$ cat config.mk
export PLATFORM = sky130hd
export DESIGN_NAME = mpd_top
export DESIGN_NICKNAME = d
export VERILOG_FILES = /design/src/design/mpd_pkg.sv /design/src/design/mpd_top.sv
export SDC_FILE = /design/constraint.sdc
export NUM_CORES = 1
export LEC_CHECK = 0
export BUFFER_PORTS_ARGS = -buffer_cell sky130_fd_sc_hd__buf_2
export CAP_MARGIN = 20
export CORE_AREA = 2 2 318 320
export CTS_BUF_LIST = sky130_fd_sc_hd__clkbuf_4 sky130_fd_sc_hd__clkbuf_8
export CTS_CLUSTER_DIAMETER = 50
export CTS_CLUSTER_SIZE = 25
export DETAILED_ROUTE_END_ITERATION = 7
export DIE_AREA = 0 0 320 322
export HOLD_SLACK_MARGIN = 0.12
export PLACE_DENSITY = 0.41
export SLEW_MARGIN = 20
export SYNTH_ARGS = -nofsm -noshare
export SYNTH_HDL_FRONTEND = slang
export SYNTH_SLANG_ARGS = --single-unit
$ cat constraint.sdc
create_clock -name sys_clk -period 9.5 [get_ports sys_clk]
set_input_delay 0.95 -clock sys_clk [delete_from_list [all_inputs] [get_ports sys_clk]]
set_output_delay 0.95 -clock sys_clk [all_outputs]
set_load 0.03 [all_outputs]
$ cat src/design/mpd_pkg.sv
// Package: register map, field positions, resets and bus types of the PWM block
package mpd_pkg;
	// ==========================================================
	// Register indices (byte address is four times the index)
	localparam logic [29:0] MPD_IDX_MAIN = 30'h00FFE380;
	localparam logic [29:0] MPD_IDX_AUX = 30'h00FFE381;
	localparam logic [29:0] MPD_IDX_DEAD = 30'h00FFE382;
	localparam logic [29:0] MPD_IDX_MPF = 30'h00FFE383;
	localparam logic [29:0] MPD_IDX_TIME = 30'h00FFE3A0;
	localparam logic [29:0] MPD_IDX_DUTY0 = 30'h00FFE3A1;
	localparam logic [29:0] MPD_IDX_OVR = 30'h00FFE3A7;
	localparam logic [29:0] MPD_IDX_STAT = 30'h00FFE3A8;

	// ==========================================================
	// Field positions
	localparam int MPD_MAIN_OFF = 7;
	localparam int MPD_MAIN_OVR = 6;
	localparam int MPD_MAIN_ALIGN = 5;
	localparam int MPD_MAIN_TRIG = 3;
	localparam int MPD_MAIN_RDY = 1;
	localparam int MPD_MAIN_EN = 0;
	localparam int MPD_AUX_RATE = 6;
	localparam int MPD_AUX_IND = 5;
	localparam int MPD_AUX_POL = 2;
	localparam int MPD_AUX_CLOCK_DIVIDER_FIELD = 0;
	localparam int MPD_TIME_EXT = 15;

	// ==========================================================
	// Values after reset and fixed counts
	localparam logic [7:0] MPD_MAIN_RST = 8'h00;
	localparam logic [7:0] MPD_AUX_RST = 8'h00;
	localparam logic [7:0] MPD_DEAD_RST = 8'h01;
	localparam logic [7:0] MPD_MPF_RST = 8'h00;
	localparam logic [7:0] MPD_OVR_RST = 8'h00;
	localparam logic [15:0] MPD_TIME_RST = 16'h0FFF;
	localparam logic [13:0] MPD_DUTY_RST = 14'h0000;
	localparam logic [8:0] MPD_DEAD_MAX = 9'h100;
	localparam logic [1:0] MPD_RESP_OKAY = 2'h0;
	localparam logic [1:0] MPD_RESP_DECERR = 2'h3;

	// ==========================================================
	// Types
	typedef struct packed {
		logic [31:0] awaddr;
		logic awvalid;
		logic [31:0] wdata;
		logic [3:0] wstrb;
		logic wvalid;
		logic bready;
		logic [31:0] araddr;
		logic arvalid;
		logic rready;
	} mpd_axi_req_s;

	typedef struct packed {
		logic awready;
		logic wready;
		logic [1:0] bresp;
		logic bvalid;
		logic arready;
		logic [31:0] rdata;
		logic [1:0] rresp;
		logic rvalid;
	} mpd_axi_rsp_s;

	typedef enum logic [1:0] {
		MPD_UP = 2'b01,
		MPD_DOWN = 2'b10
	} mpd_dir_e;
endpackage

$ cat src/design/mpd_top.sv
// Motor PWM control, dead band and pulse filter with AXI4-Lite registers
//
// The AXI4-Lite interface to the registers was decided locally.
`timescale 1ns/10ps
`default_nettype none
module mpd_top (
	input wire logic sys_clk,
	input wire logic rst_n,
	input wire mpd_pkg::mpd_axi_req_s axi_req,
	output var mpd_pkg::mpd_axi_rsp_s axi_rsp,
	input wire logic external_modulator_clock_in,
	output logic [5:0] pwm_out,
	output logic [5:0] pwm_drive_en,
	output logic converter_trigger
);
	import mpd_pkg::*;

	// ==========================================================
	// Declarations
	logic [7:0] main_q, aux_q, dead_q, mpf_q, ovr_q;
	logic dead_lock_q;
	logic [15:0] time_q;
	logic [13:0] duty_q [6];
	logic [13:0] duty_w_q [6];
	logic [1:0] clock_divider_field_w_q, rate_w_q;
	logic [11:0] per_w_q, cnt_q, per_m1;
	mpd_dir_e dir_q;
	logic [2:0] pre_cnt_q, rl_cnt_q, pre_lim, rl_lim;
	logic mod_on_q;
	logic ext_s1_q, ext_s2_q, ext_s3_q, ext_lvl_q;
	logic aw_have_q, w_have_q;
	logic [29:0] widx_q, ridx;
	logic [31:0] wdata_q, rd_data;
	logic [3:0] wstrb_q;
	logic do_wr, en, in_tick, pre_tick, per_end, reload_evt;
	logic wr_main, wr_aux, wr_dead, wr_mpf, wr_time, wr_ovr;
	logic [5:0] raw, want, filt, pol, out_off;

	function automatic logic idx_hit(input logic [29:0] idx);
		idx_hit = (idx >= MPD_IDX_MAIN && idx <= MPD_IDX_MPF) ||
			(idx >= MPD_IDX_TIME && idx <= MPD_IDX_STAT);
	endfunction

	// ==========================================================
	// AXI4-Lite slave
	assign do_wr = aw_have_q && w_have_q && !axi_rsp.bvalid;
	assign ridx = axi_req.araddr[31:2];

	always_ff @(posedge sys_clk) begin
		if (!rst_n) begin
			axi_rsp <= '0;
			aw_have_q <= 1'b0;
			w_have_q <= 1'b0;
			widx_q <= '0;
			wdata_q <= '0;
			wstrb_q <= '0;
		end else begin
			axi_rsp.awready <= axi_req.awvalid && !aw_have_q &&
				!axi_rsp.awready;
			axi_rsp.wready <= axi_req.wvalid && !w_have_q &&
				!axi_rsp.wready;
			axi_rsp.arready <= axi_req.arvalid && !axi_rsp.rvalid &&
				!axi_rsp.arready;
			if (axi_req.awvalid && axi_rsp.awready) begin
				aw_have_q <= 1'b1;
				widx_q <= axi_req.awaddr[31:2];
			end
			if (axi_req.wvalid && axi_rsp.wready) begin
				w_have_q <= 1'b1;
				wdata_q <= axi_req.wdata;
				wstrb_q <= axi_req.wstrb;
			end
			if (do_wr) begin
				aw_have_q <= 1'b0;
				w_have_q <= 1'b0;
				axi_rsp.bvalid <= 1'b1;
				axi_rsp.bresp <= idx_hit(widx_q) ? MPD_RESP_OKAY :
					MPD_RESP_DECERR;
			end else if (axi_rsp.bvalid && axi_req.bready) begin
				axi_rsp.bvalid <= 1'b0;
			end
			if (axi_req.arvalid && axi_rsp.arready) begin
				axi_rsp.rvalid <= 1'b1;
				axi_rsp.rdata <= rd_data;
				axi_rsp.rresp <= idx_hit(ridx) ? MPD_RESP_OKAY :
					MPD_RESP_DECERR;
			end else if (axi_rsp.rvalid && axi_req.rready) begin
				axi_rsp.rvalid <= 1'b0;
			end
		end
	end

	always_comb begin
		wr_main = do_wr && wstrb_q[0] && widx_q == MPD_IDX_MAIN;
		wr_aux = do_wr && wstrb_q[0] && widx_q == MPD_IDX_AUX;
		wr_dead = do_wr && wstrb_q[0] && widx_q == MPD_IDX_DEAD;
		wr_mpf = do_wr && wstrb_q[0] && widx_q == MPD_IDX_MPF;
		wr_time = do_wr && widx_q == MPD_IDX_TIME;
		wr_ovr = do_wr && wstrb_q[0] && widx_q == MPD_IDX_OVR;
	end

	// Reads of buffered fields return the holding copy
	always_comb begin
		rd_data = '0;
		if (ridx == MPD_IDX_MAIN) begin
			rd_data[7:0] = main_q;
		end else if (ridx == MPD_IDX_AUX) begin
			rd_data[7:0] = aux_q;
		end else if (ridx == MPD_IDX_DEAD) begin
			rd_data[7:0] = dead_q;
		end else if (ridx == MPD_IDX_MPF) begin
			rd_data[7:0] = mpf_q;
		end else if (ridx == MPD_IDX_TIME) begin
			rd_data[15:0] = time_q;
		end else if (ridx >= MPD_IDX_DUTY0 && ridx < MPD_IDX_OVR) begin
			rd_data[13:0] = duty_q[3'(ridx - MPD_IDX_DUTY0)];
		end else if (ridx == MPD_IDX_OVR) begin
			rd_data[7:0] = ovr_q;
		end else if (ridx == MPD_IDX_STAT) begin
			rd_data = {5'h00, pwm_out, mod_on_q, dir_q == MPD_DOWN,
				1'b0, clock_divider_field_w_q, rate_w_q, 2'h0, cnt_q};
		end
	end

	// ==========================================================
	// Control registers
	always_ff @(posedge sys_clk) begin
		if (!rst_n) begin
			main_q <= MPD_MAIN_RST;
		end else begin
			// Ready is consumed by the transfer; a write in the same cycle wins
			if (reload_evt) begin
				main_q[MPD_MAIN_RDY] <= 1'b0;
			end
			if (wr_main) begin
				main_q <= wdata_q[7:0];
			end
		end
	end

	always_ff @(posedge sys_clk) begin
		if (!rst_n) begin
			aux_q <= MPD_AUX_RST;
			mpf_q <= MPD_MPF_RST;
			ovr_q <= MPD_OVR_RST;
			time_q <= MPD_TIME_RST;
		end else begin
			if (wr_aux) begin
				aux_q <= wdata_q[7:0];
			end
			if (wr_mpf) begin
				mpf_q <= wdata_q[7:0];
			end
			if (wr_ovr) begin
				ovr_q <= wdata_q[7:0];
			end
			if (wr_time && wstrb_q[0]) begin
				time_q[7:0] <= wdata_q[7:0];
			end
			if (wr_time && wstrb_q[1]) begin
				time_q[15:8] <= wdata_q[15:8];
			end
		end
	end

	always_ff @(posedge sys_clk) begin
		if (!rst_n) begin
			dead_q <= MPD_DEAD_RST;
			dead_lock_q <= 1'b0;
		end else if (wr_dead && !dead_lock_q) begin
			dead_q <= wdata_q[7:0];
			dead_lock_q <= 1'b1;
		end
	end

	// ==========================================================
	// Clock source, prescaler and reload rate
	always_ff @(posedge sys_clk) begin
		if (!rst_n) begin
			ext_s1_q <= 1'b0;
			ext_s2_q <= 1'b0;
			ext_s3_q <= 1'b0;
			ext_lvl_q <= 1'b0;
		end else begin
			ext_s1_q <= external_modulator_clock_in;
			ext_s2_q <= ext_s1_q;
			ext_s3_q <= ext_s2_q;
			if (ext_s2_q == ext_s3_q) begin
				ext_lvl_q <= ext_s3_q;
			end
		end
	end

	assign en = main_q[MPD_MAIN_EN];
	assign in_tick = time_q[MPD_TIME_EXT] ?
		(ext_s2_q && ext_s3_q && !ext_lvl_q) : 1'b1;

	always_comb begin
		case (clock_divider_field_w_q)
			2'h0: pre_lim = 3'h0;
			2'h1: pre_lim = 3'h1;
			2'h2: pre_lim = 3'h3;
			default: pre_lim = 3'h7;
		endcase
		case (rate_w_q)
			2'h0: rl_lim = 3'h0;
			2'h1: rl_lim = 3'h1;
			2'h2: rl_lim = 3'h3;
			default: rl_lim = 3'h7;
		endcase
	end

	assign pre_tick = en && in_tick && pre_cnt_q == pre_lim;
	assign per_m1 = per_w_q - 12'h001;
	assign per_end = pre_tick &&
		((dir_q == MPD_UP && cnt_q >= per_m1 && !main_q[MPD_MAIN_ALIGN]) ||
		(dir_q == MPD_DOWN && cnt_q <= 12'h001));
	assign reload_evt = per_end && rl_cnt_q >= rl_lim;

	always_ff @(posedge sys_clk) begin
		if (!rst_n || !en) begin
			pre_cnt_q <= '0;
		end else if (in_tick) begin
			pre_cnt_q <= pre_tick ? 3'h0 : pre_cnt_q + 3'h1;
		end
	end

	always_ff @(posedge sys_clk) begin
		if (!rst_n) begin
			rl_cnt_q <= '0;
			rate_w_q <= MPD_AUX_RST[MPD_AUX_RATE +: 2];
		end else if (!en) begin
			rl_cnt_q <= '0;
		end else if (per_end) begin
			rl_cnt_q <= reload_evt ? 3'h0 : rl_cnt_q + 3'h1;
			rate_w_q <= aux_q[MPD_AUX_RATE +: 2];
		end
	end

	// ==========================================================
	// Master counter; centre mode counts up then down
	always_ff @(posedge sys_clk) begin
		if (!rst_n || !en) begin
			cnt_q <= '0;
			dir_q <= MPD_UP;
		end else if (pre_tick) begin
			case (dir_q)
				MPD_UP: begin
					if (cnt_q >= per_m1 && main_q[MPD_MAIN_ALIGN]) begin
						cnt_q <= per_w_q;
						dir_q <= MPD_DOWN;
					end else if (cnt_q >= per_m1) begin
						cnt_q <= '0;
					end else begin
						cnt_q <= cnt_q + 12'h001;
					end
				end
				MPD_DOWN: begin
					if (cnt_q <= 12'h001) begin
						cnt_q <= '0;
						dir_q <= MPD_UP;
					end else begin
						cnt_q <= cnt_q - 12'h001;
					end
				end
				default: dir_q <= MPD_UP;
			endcase
		end
	end

	// ==========================================================
	// Working registers loaded at a reload event
	always_ff @(posedge sys_clk) begin
		if (!rst_n) begin
			clock_divider_field_w_q <= MPD_AUX_RST[MPD_AUX_CLOCK_DIVIDER_FIELD +: 2];
			per_w_q <= MPD_TIME_RST[11:0];
		end else if (reload_evt && main_q[MPD_MAIN_RDY]) begin
			clock_divider_field_w_q <= aux_q[MPD_AUX_CLOCK_DIVIDER_FIELD +: 2];
			// A zero period would wrap only after 4096 ticks; treat it as one
			per_w_q <= (time_q[11:0] == 12'h000) ? 12'h001 : time_q[11:0];
		end
	end

	// ==========================================================
	// Modulator release after forced-off
	always_ff @(posedge sys_clk) begin
		if (!rst_n || !main_q[MPD_MAIN_OFF]) begin
			mod_on_q <= 1'b0;
		end else if (reload_evt) begin
			mod_on_q <= 1'b1;
		end
	end

	// ==========================================================
	// Per-channel compare and duty buffering
	for (genvar i = 0; i < 6; i++) begin : g_ch
		always_ff @(posedge sys_clk) begin
			if (!rst_n) begin
				duty_q[i] <= MPD_DUTY_RST;
				duty_w_q[i] <= MPD_DUTY_RST;
			end else begin
				if (do_wr && widx_q == MPD_IDX_DUTY0 + 30'(i)) begin
					if (wstrb_q[0]) begin
						duty_q[i][7:0] <= wdata_q[7:0];
					end
					if (wstrb_q[1]) begin
						duty_q[i][13:8] <= wdata_q[13:8];
					end
				end
				if (reload_evt && main_q[MPD_MAIN_RDY]) begin
					duty_w_q[i] <= duty_q[i];
				end
			end
		end
		assign raw[i] = duty_w_q[i][13] ? 1'b0 :
			(duty_w_q[i][12:0] > {1'b0, per_w_q}) ? 1'b1 :
			({1'b0, cnt_q} < duty_w_q[i][12:0]);
		assign pol[i] = aux_q[MPD_AUX_POL + i / 2];
	end

	// ==========================================================
	// Dead band per complementary pair
	for (genvar p = 0; p < 3; p++) begin : g_pair
		logic [8:0] db_cnt_q;
		logic db_prev_q;
		always_ff @(posedge sys_clk) begin
			if (!rst_n || !en) begin
				db_cnt_q <= '0;
				db_prev_q <= 1'b0;
			end else if (raw[2 * p] != db_prev_q) begin
				db_prev_q <= raw[2 * p];
				// The edge cycle is already part of the gap
				db_cnt_q <= (dead_q == 8'h00) ?
					MPD_DEAD_MAX - 9'h001 : {1'b0, dead_q} - 9'h001;
			end else if (db_cnt_q != 9'h000 && in_tick) begin
				db_cnt_q <= db_cnt_q - 9'h001;
			end
		end
		always_comb begin
			if (aux_q[MPD_AUX_IND]) begin
				want[2 * p] = raw[2 * p];
				want[2 * p + 1] = raw[2 * p + 1];
			end else if (db_cnt_q != 9'h000 || raw[2 * p] != db_prev_q) begin
				want[2 * p] = 1'b0;
				want[2 * p + 1] = 1'b0;
			end else begin
				want[2 * p] = raw[2 * p];
				want[2 * p + 1] = !raw[2 * p];
			end
		end
	end

	// ==========================================================
	// Minimum pulse filter; widths count prescaled ticks
	for (genvar i = 0; i < 6; i++) begin : g_flt
		logic lvl_q;
		logic [7:0] age_q;
		always_ff @(posedge sys_clk) begin
			if (!rst_n || !en) begin
				lvl_q <= 1'b0;
				age_q <= '0;
			end else if (want[i] != lvl_q && age_q >= mpf_q) begin
				lvl_q <= want[i];
				age_q <= '0;
			end else if (pre_tick && age_q != 8'hFF) begin
				age_q <= age_q + 8'h01;
			end
		end
		assign filt[i] = lvl_q;
		// Forced-off acts at once, not a cycle later through mod_on_q
		assign out_off[i] = !en || !mod_on_q ||
			!main_q[MPD_MAIN_OFF] ||
			(main_q[MPD_MAIN_OVR] && ovr_q[i]);
	end

	// ==========================================================
	// Pins and converter trigger
	always_ff @(posedge sys_clk) begin
		if (!rst_n) begin
			pwm_out <= '0;
			pwm_drive_en <= '0;
			converter_trigger <= 1'b0;
		end else begin
			pwm_out <= (filt & ~out_off) ^ pol;
			pwm_drive_en <= {6{en}};
			converter_trigger <= main_q[MPD_MAIN_TRIG] && per_end;
		end
	end
endmodule
`default_nettype wire

-- Word level (Yosys, flattened, before mapping)
Memory sizes are Yosys's and may differ from the RTL's.
Index checks and enable logic that the tools add are counted.
- bits of input ports: 108
- memories: 2
- output and inout port bits: 54
- logic and storage cells: 423
- bits in writable memories: 168
- bits in registers: 281
- memory list (name ; words ; bits a word ; read ports ; clocked after Yosys merged registers in ; wr ports ; RTL line ; RTL):
    duty_q ; 6 ; 14 ; 7 ; 0 ; 6 ; mpd_top.sv:23 ; logic [13:0] duty_q [6];
    duty_w_q ; 6 ; 14 ; 6 ; 0 ; 6 ; mpd_top.sv:24 ; logic [13:0] duty_w_q [6];
- reduce and logical (&&, ||, !) cells: 125
- equality and inequality tests: 44
- mux-type cells: 128
- bitwise logic cells: 22
- $add $sub $neg: 16
- order comparisons: 31
- operators with widths (operator ; number):
    equality test 30 x 24 -> 1 bit, second input constant ; 19
    2-to-1 mux 32 bit ; 7
    greater-or-equal comparator 30 x 24 -> 1 bit, second input constant ; 5
    less-or-equal comparator 30 x 24 -> 1 bit, second input constant ; 4
    2-to-1 mux 24 bit ; 5
    2-to-1 mux 14 bit ; 7
    2-to-1 mux 8 bit ; 11
    greater-than comparator 13 x 12 -> 1 bit ; 6
    < comparator 12 x 13 -> 1 bit ; 6
    logical AND 1 bit ; 67
    2-to-1 mux 9 bit ; 7
    2-to-1 mux 1 bit ; 60
    adder 8 x 1 -> 8 bit, second input constant ; 6
    greater-or-equal comparator 8 bit ; 6
    2-to-1 mux 12 bit ; 4
    inequality test 8 bit, second input constant ; 6
    2-to-1 mux 6 bit ; 6
    2-to-1 mux 16 bit ; 2
    < comparator 30 x 24 -> 1 bit, second input constant ; 1
    2-to-1 mux 27 bit ; 1
    nonzero test 9 bit ; 3
    subtractor 9 x 1 -> 9 bit, second input constant ; 3
    one-hot mux 12 bit (2 select lines) ; 1
    subtractor 12 x 1 -> 12 bit, second input constant ; 2
    32 further kinds ; 121

-- Longest topological paths before layout
Gate-level depths: netlist of run 1.
- word-level depth: 16
- depth in mapped cells: 16
- mapped depth without buffers: 14

-- Least setup slack after synthesis of run 1
No wires, ideal clock.
- path type: reg2reg
- start: register per_w_q[2]
- end: memory duty_w_q[0][0] (enable)
- data arrival time: 3.517 ns
- clock period less this slack: 3.924 ns
- buffers on the path: 2
- setup slack: 5.576 ns
- stages on the path, launching flop included: 15
- setup time: 0.408 ns
- data required time: 9.092 ns
- cells stage by stage: dfxtp_1 -> clkbuf_1 -> nor4_1 -> nand2_1 -> nor4_1 -> xnor2_1 -> ha_1 -> a21oi_1 -> nor2b_1 -> o21ai_0 -> nand2b_1 -> a32oi_1 -> a21oi_1 -> a31o_2 -> buf_2
- RTL lines (element ; RTL line ; RTL):
    start, declared ; mpd_top.sv:26 ; logic [11:0] per_w_q, cnt_q, per_m1;
    start signal, assigned ; mpd_top.sv:276 ; per_w_q <= MPD_TIME_RST[11:0];
    start signal, assigned ; mpd_top.sv:280 ; per_w_q <= (time_q[11:0] == 12'h000) ? 12'h001 : time_q[11:0];
    end, declared ; mpd_top.sv:24 ;

==> key figures, run 1 <==
STA
  – Worst Skew: 56.7 ps
  – Pin slew with the least headroom to its limit: 1120 ps
  – Worst hold margin: 444 ps
  – Final hold vios: 0
  – Rel. slew slack: 25.6%
  – Final setup viols: 0
  – Final Max Slew Viols: 0
  – Min Tclk post-route: 4520 ps
  – Setup TNS: 0 ps
  – PnR worst setup slack: 4980 ps
  – Fmax: 221 MHz
  – Final period util: 47.6%
  – Unrepaired setup endpoints after global routing: no

Power and ir drop
  – Clock share of power: 42.3%
  – Net Sw Frac: 27.3%
  – P_int: 2.86 mW
  – Leakage power: 11.2 nW
  – Sequential power share: 52.2%
  – Peak supply drop: 0.152 mV
  – Power Total: 3.93 mW
  – Gate power share: 5.6%
  – Power density over the cells: 139 nW/um^2
  – Net Sw Power: 1.07 mW

Placed design
  – Place WS: 4990 ps
  – Placed Cells: 4017
  – Dpl hpwl: 64300 um
  – PortBufs: 133
  – DP Area: 26800 sq um
  – Routability-driven placement congestion ratio: 0.853

Drt
  – Routed length per instance: 20.7 um
  – First DRT Iteration DRCs: 1382
  – Vias per Instance: 4.92
  – Via count: 20293
  – Post-Route WL: 85400 um
  – First drt pass iteration count: 5
  – DRC Markers: 0
  – Post-route antenna net violation count: 0

Clock tree
  – H-tree levels: 2
  – CTS tree: yes
  – Post-CTS setup buffer count: 0
  – CTS clk-pin slew, worst paths: 80 ps
  – Hold buffer count at cts: 0
  – Clock Tree Buf Depth: 3
  – Skew-Pair Late Insertion Delay: 720 ps
  – Cts bufs inserted: 57
  – CTS root buf: clkbuf_8
  – CTS sink count: 441
  – Cts repair resizes: 0

Global route
  – Antenna violations before repair: 12
  – Gr ovfl total: 0
  – Largest net degree at the start of global routing: 86
  – First-pass GRT wire length: 126000 um
  – Vias in the first global route: 19716
  – GRT Overall Usage: 16.2%

Logic synthesis
  – Number of synthesized register bits: 441
  – Seq/Total Area, Yosys: 42.4%
  – Post-synth EDFFs: 168
  – Synthesized cell area: 24800 sq um
  – Mean Syn Cell Area: 9.26 sq um
  – FFs w/ async S/R, synth: 0%
  – Synth Flop Type: dfxtp_1
  – Yosys cell types: 79
  – Yosys warns: 0
  – Gate count of the mapped netlist: 2676

Worst setup path
  – Required @ worst endpoint: 9790 ps
  – Critical path buffer and inverter count: 2
  – Slowest cell on the critical path: buf_4
  – Crit Path Category: register to register
  – Crit. End Element: register
  – Crit start category: register
  – Cell-by-cell trace of the critical path: nor4_1 > nand2_1 > nor4_1 > xnor2_1 > ha_1 > a21oi_1 > nor2b_1 > o21ai_0 > nand2b_1 > a32oi_1 > a21oi_1 > buf_4 > a31o_4 > buf_4
  – CP delay by family, top: simple AND/OR/NAND/NOR gates
  – CP max stage delay: 840 ps
  – CP Data Arrival Time: 4820 ps
  – Max FO, Critical Path: 82

Floorplan
  – Die Area: 103000 sq um
  – IO Count: 162
  – Die height: 322 um
  – Core Rows: 116
  – Initial Util: 24.9%
  – Die Wd: 320 um
  – Core Area: 99600 sq um

Layout
  – Layout net count: 3111
  – Non-Filler Instances: 4128
  – Utilization after layout: 28.3%
  – Fill count: 10558
  – Layout cells sized above 1: 11.4%
  – Commonest non-fill, non-tap cell in the layout: nand2_1
  – Commonest cells after routing, fill and taps aside: nand2_1, dfxtp_1, ha_1
  – Area Growth Syn to Fin: 13.8%
  – Fin area: 28200 sq um

Job
  – Maxcap violations: 0

Worst hold path
  – HP Class: register to register

Run status
  – Status: finished clean
==> power groups by stage <==
stage / combinational (mW) / sequential [mW] / clock [mW]
after floorplan: 0.142 / 2.07 / 0
after CTS: 0.220 / 2.05 / 1.72
after global placement: 0.214 / 2.09 / 0
final: 0.219 / 2.05 / 1.66
after global routing: 0.241 / 2.06 / 1.79
after detailed placement: 0.219 / 2.09 / 0
==> Yosys cell counts, drive strengths merged (10+ instances only) <==
library cell    n  share of area (%)
edfxtp        168                 20
nor2b          22               0.56
nand4b         15               0.53
a31oi          24               0.61
clkbuf         89                1.3
a21o           21               0.64
o22a           11               0.39
ha            225                 11
nor2          188                2.9
nor3           88                1.8
buf            39               0.94
nor3b          13               0.45
and3           25               0.63
dfxtp         273                 22
o221ai         10               0.35
nand2b         26               0.66
nand2         278                4.2
a211oi         30               0.91
o21ai         102                2.1
o211ai         15               0.45
inv           137                2.1
xnor2          41                1.4
or3            16               0.44
mux2i          58                2.3
nand3          90                1.8
nor4           33               0.86
xor2           61                2.2
o22ai          10               0.25
a21oi         208                4.2
nand4          45                1.1
mux4           14                1.3
and2          180                4.5
==> logic make-up (layout without fill, tap and decap cells) <==
kind of cell,after synthesis,count (layout),share of synthesized area (%)
adders and majority gates,225,225,11.4
AOI/OAI and AO/OA,517,517,13.0
xor gates and xnor gates,102,102,3.60
and+or+nand+nor,1050,1050,21.5
muxes,75,75,3.75
DFF,441,441,42.4
buffers and inverters,265,410,4.36
other,1,10,0.0151
==> worst register-to-register path, delay by kind of cell, from the launching register on <==
family / cells / cell delay, ps
AO/OA/AOI/OAI: 5 / 890
buffers and inverters: 2 / 1130
XOR/XNOR: 1 / 130
AND/OR/NAND/NOR: 5 / 1160
flip-flops: 1 / 410
adder cells (fa/ha/maj): 1 / 320
==> final timing paths <==
check / from / end / slack, ps / cells after the start
max: per_w_q[2]$_SDFFE_PN1P_ / duty_w_q[0][0]$_SDFFCE_PN0P_ / 4980 / 14
min: g_pair[0].db_cnt_q[8]$_SDFFE_PN0P_ / g_pair[0].db_cnt_q[8]$_SDFFE_PN0P_ / 440 / 2
max reg2reg: per_w_q[2]$_SDFFE_PN1P_ / duty_w_q[0][0]$_SDFFCE_PN0P_ / 4980 / 14
min reg2reg: g_pair[0].db_cnt_q[8]$_SDFFE_PN0P_ / g_pair[0].db_cnt_q[8]$_SDFFE_PN0P_ / 440 / 2
==> sequential cells by signal (all words and copies together) (netlist names), 12 cells and up <==
name and count:
g_pair.db_cnt_q 27, wdata_q 16, per_w_q 12, widx_q 30, time_q 16, duty_q 84, duty_w_q 84, cnt_q 12
axi_rsp 33, g_flt.age_q 48
==> layout make-up <==
cell class	count	area, sq um	share of cell area [%]
Clock inverter	43	485	1.72
Multi-Input combinational cell	1975	13300	47.1
Tap cell	1298	1620	5.76
Timing Repair Buffer	166	913	3.24
Clock buffer	64	862	3.06
Sequential cell	441	10500	37.3
Inverter	137	517	1.83
Antenna cell	4	10.0	0.0355
==> per-layer routing <==
layer	GRT usage, %	vias to the layer above	share of wire, %
met3	3.62	166	6.4
met2	24.9	602	43
met5	0	-	0.089
met1	21.8	9736	46
li1	-	9777	-
met4	7.31	12	4.6
Note: power is estimated with default switching activity, not from simulation.
==> inputs of run 2 (changes only) <==
Clock period 9.5 ns to 4.5 ns, I/O delays scaled along.
==> key figures, run 2 (synthesized netlist as in run 1, its figures left out) <==
Placed design
  – DP Area: 27100 sq um
  – Dpl hpwl: 67400 um
  – Routability-driven placement congestion ratio: 0.881
  – Placed Cells: 4049
  – PortBufs: 133

Clock tree
  – CTS tree: yes
  – Clock Tree Buf Depth: 3
  – H-tree levels: 3
  – Cts bufs inserted: 66
  – CTS clk-pin slew, worst paths: 80 ps
  – Cts repair resizes: 0
  – Skew-Pair Late Insertion Delay: 690 ps
  – CTS root buf: clkbuf_8
  – CTS sink count: 441

Worst setup path
  – Slowest cell on the critical path: nor4_1
  – CP delay by family, top: simple AND/OR/NAND/NOR gates
  – Reg2reg path depth: 15
  – Critical path buffer and inverter count: 2
  – Crit start category: register
  – Crit. End Element: register
  – Crit Path Category: register to register
  – Required @ worst endpoint: 4900 ps
  – CP Data Arrival Time: 4190 ps
  – CP max stage delay: 440 ps
  – Instance count on the critical path: 15
  – Max FO, Critical Path: 85
  – Cell-by-cell trace of the critical path: nor4_1 > nand2_1 > nor4_1 > xnor2_1 > ha_1 > a21oi_1 > nor2b_1 > o21ai_0 > nand2b_1 > a32oi_1 > a21oi_1 > buf_4 > nor3b_4 > buf_12 > and2_1

STA
  – Final setup viols: 0
  – Unrepaired setup endpoints after global routing: no
  – Setup TNS: 0 ps
  – Pin slew with the least headroom to its limit: 1020 ps
  – Min Tclk post-route: 3790 ps
  – Fmax: 264 MHz
  – Worst Skew: 51.7 ps
  – Final hold vios: 0
  – Final Max Slew Viols: 0
  – Worst hold margin: 244 ps
  – Final period util: 84.2%
  – Rel. slew slack: 31.9%

Global route
  – Vias in the first global route: 20613
  – GRT Overall Usage: 16.8%
  – Largest net degree at the start of global routing: 86
  – First-pass GRT wire length: 131000 um
  – Gr ovfl total: 0
  – Antenna violations before repair: 6

Worst hold path
  – Worst hold path depth: 2
  – HP Class: input pin to register

Drt
  – Routed length per instance: 20.7 um
  – Post-Route WL: 87600 um
  – Vias per Instance: 4.89
  – First drt pass iteration count: 7
  – First DRT Iteration DRCs: 1387
  – Via count: 20669
  – Post-route antenna net violation count: 0
  – DRC Markers: 0

Floorplan
  – Core Area: 99600 sq um
  – Die Wd: 320 um
  – Initial Util: 24.9%
  – IO Count: 162
  – Die Area: 103000 sq um
  – Core Rows: 116
  – Die height: 322 um

Layout
  – Area Growth Syn to Fin: 17.7%
  – Non-Filler Instances: 4224
  – Commonest cells after routing, fill and taps aside: nand2_1, dfxtp_1, ha_1
  – Layout net count: 3206
  – Fill count: 10504
  – Largest regs: duty_q (84), duty_w_q (84), g_flt.age_q (48)
  – Commonest non-fill, non-tap cell in the layout: nand2_1
  – Layout cells sized above 1: 12.2%
  – Fin area: 29200 sq um

Power and ir drop
  – Power density over the cells: 299 nW/um^2
  – Peak supply drop: 0.171 mV
  – Leakage power: 11.7 nW

Job
  – Maxcap violations: 0

Run status
  – Status: finished clean
==> run 2: worst paths after layout <==
path                      startpoint                             to  slack, ps
max reg2reg  per_w_q[2]$_SDFFE_PN1P_  duty_w_q[2][13]$_SDFFCE_PN0P_        710
min reg2reg    w_have_q$_SDFFE_PP0P_         axi_rsp[39]$_SDFF_PN0_        430
max          per_w_q[2]$_SDFFE_PN1P_  duty_w_q[2][13]$_SDFFCE_PN0P_        710
min                            rst_n         time_q[2]$_SDFFE_PN1P_        240
==> run 2: where the power goes <==
group	total (mW)	switching (mW)	leakage [nW]	internal, mW
Combinational	0.512	0.307	7.10	0.205
Sequential	4.34	0.108	3.80	4.23
Clock	3.86	1.87	0.762	1.99
==> run 2: per-stage QoR <==
step / util [%] / setup slack, ps / power, mW
detailed placement: 27.2 / 764 / 4.91
CTS: 29.3 / 728 / 8.84
finish: 29.3 / 712 / 8.71
global placement: 27.2 / 671 / 4.90
floorplan: - / 576 / 4.66
global route: 29.3 / 486 / 9.04
==> run 2: cell type report <==
cell class	count	area (sq um)	share of cell area (%)
Timing Repair Buffer	252	1730	5.94
Inverter	137	517	1.77
Sequential cell	441	10500	36.0
Clock buffer	75	1010	3.45
Antenna cell	4	10.0	0.0343
Multi-Input combinational cell	1975	13300	45.4
Clock inverter	42	507	1.74
Tap cell	1298	1620	5.57
==> run 2: per-layer routing <==
layer	track usage, %	wire, um
met1	22.7	41000
met2	27.3	39800
met4	5.79	2500
met3	2.48	4320
met5	0	13
==> run 2: timing repair <==
action / CTS / global route
endpoints found under the hold margin: 54 / 0
hold buffers: 54 / 0
buffers inserted: 0 / 0
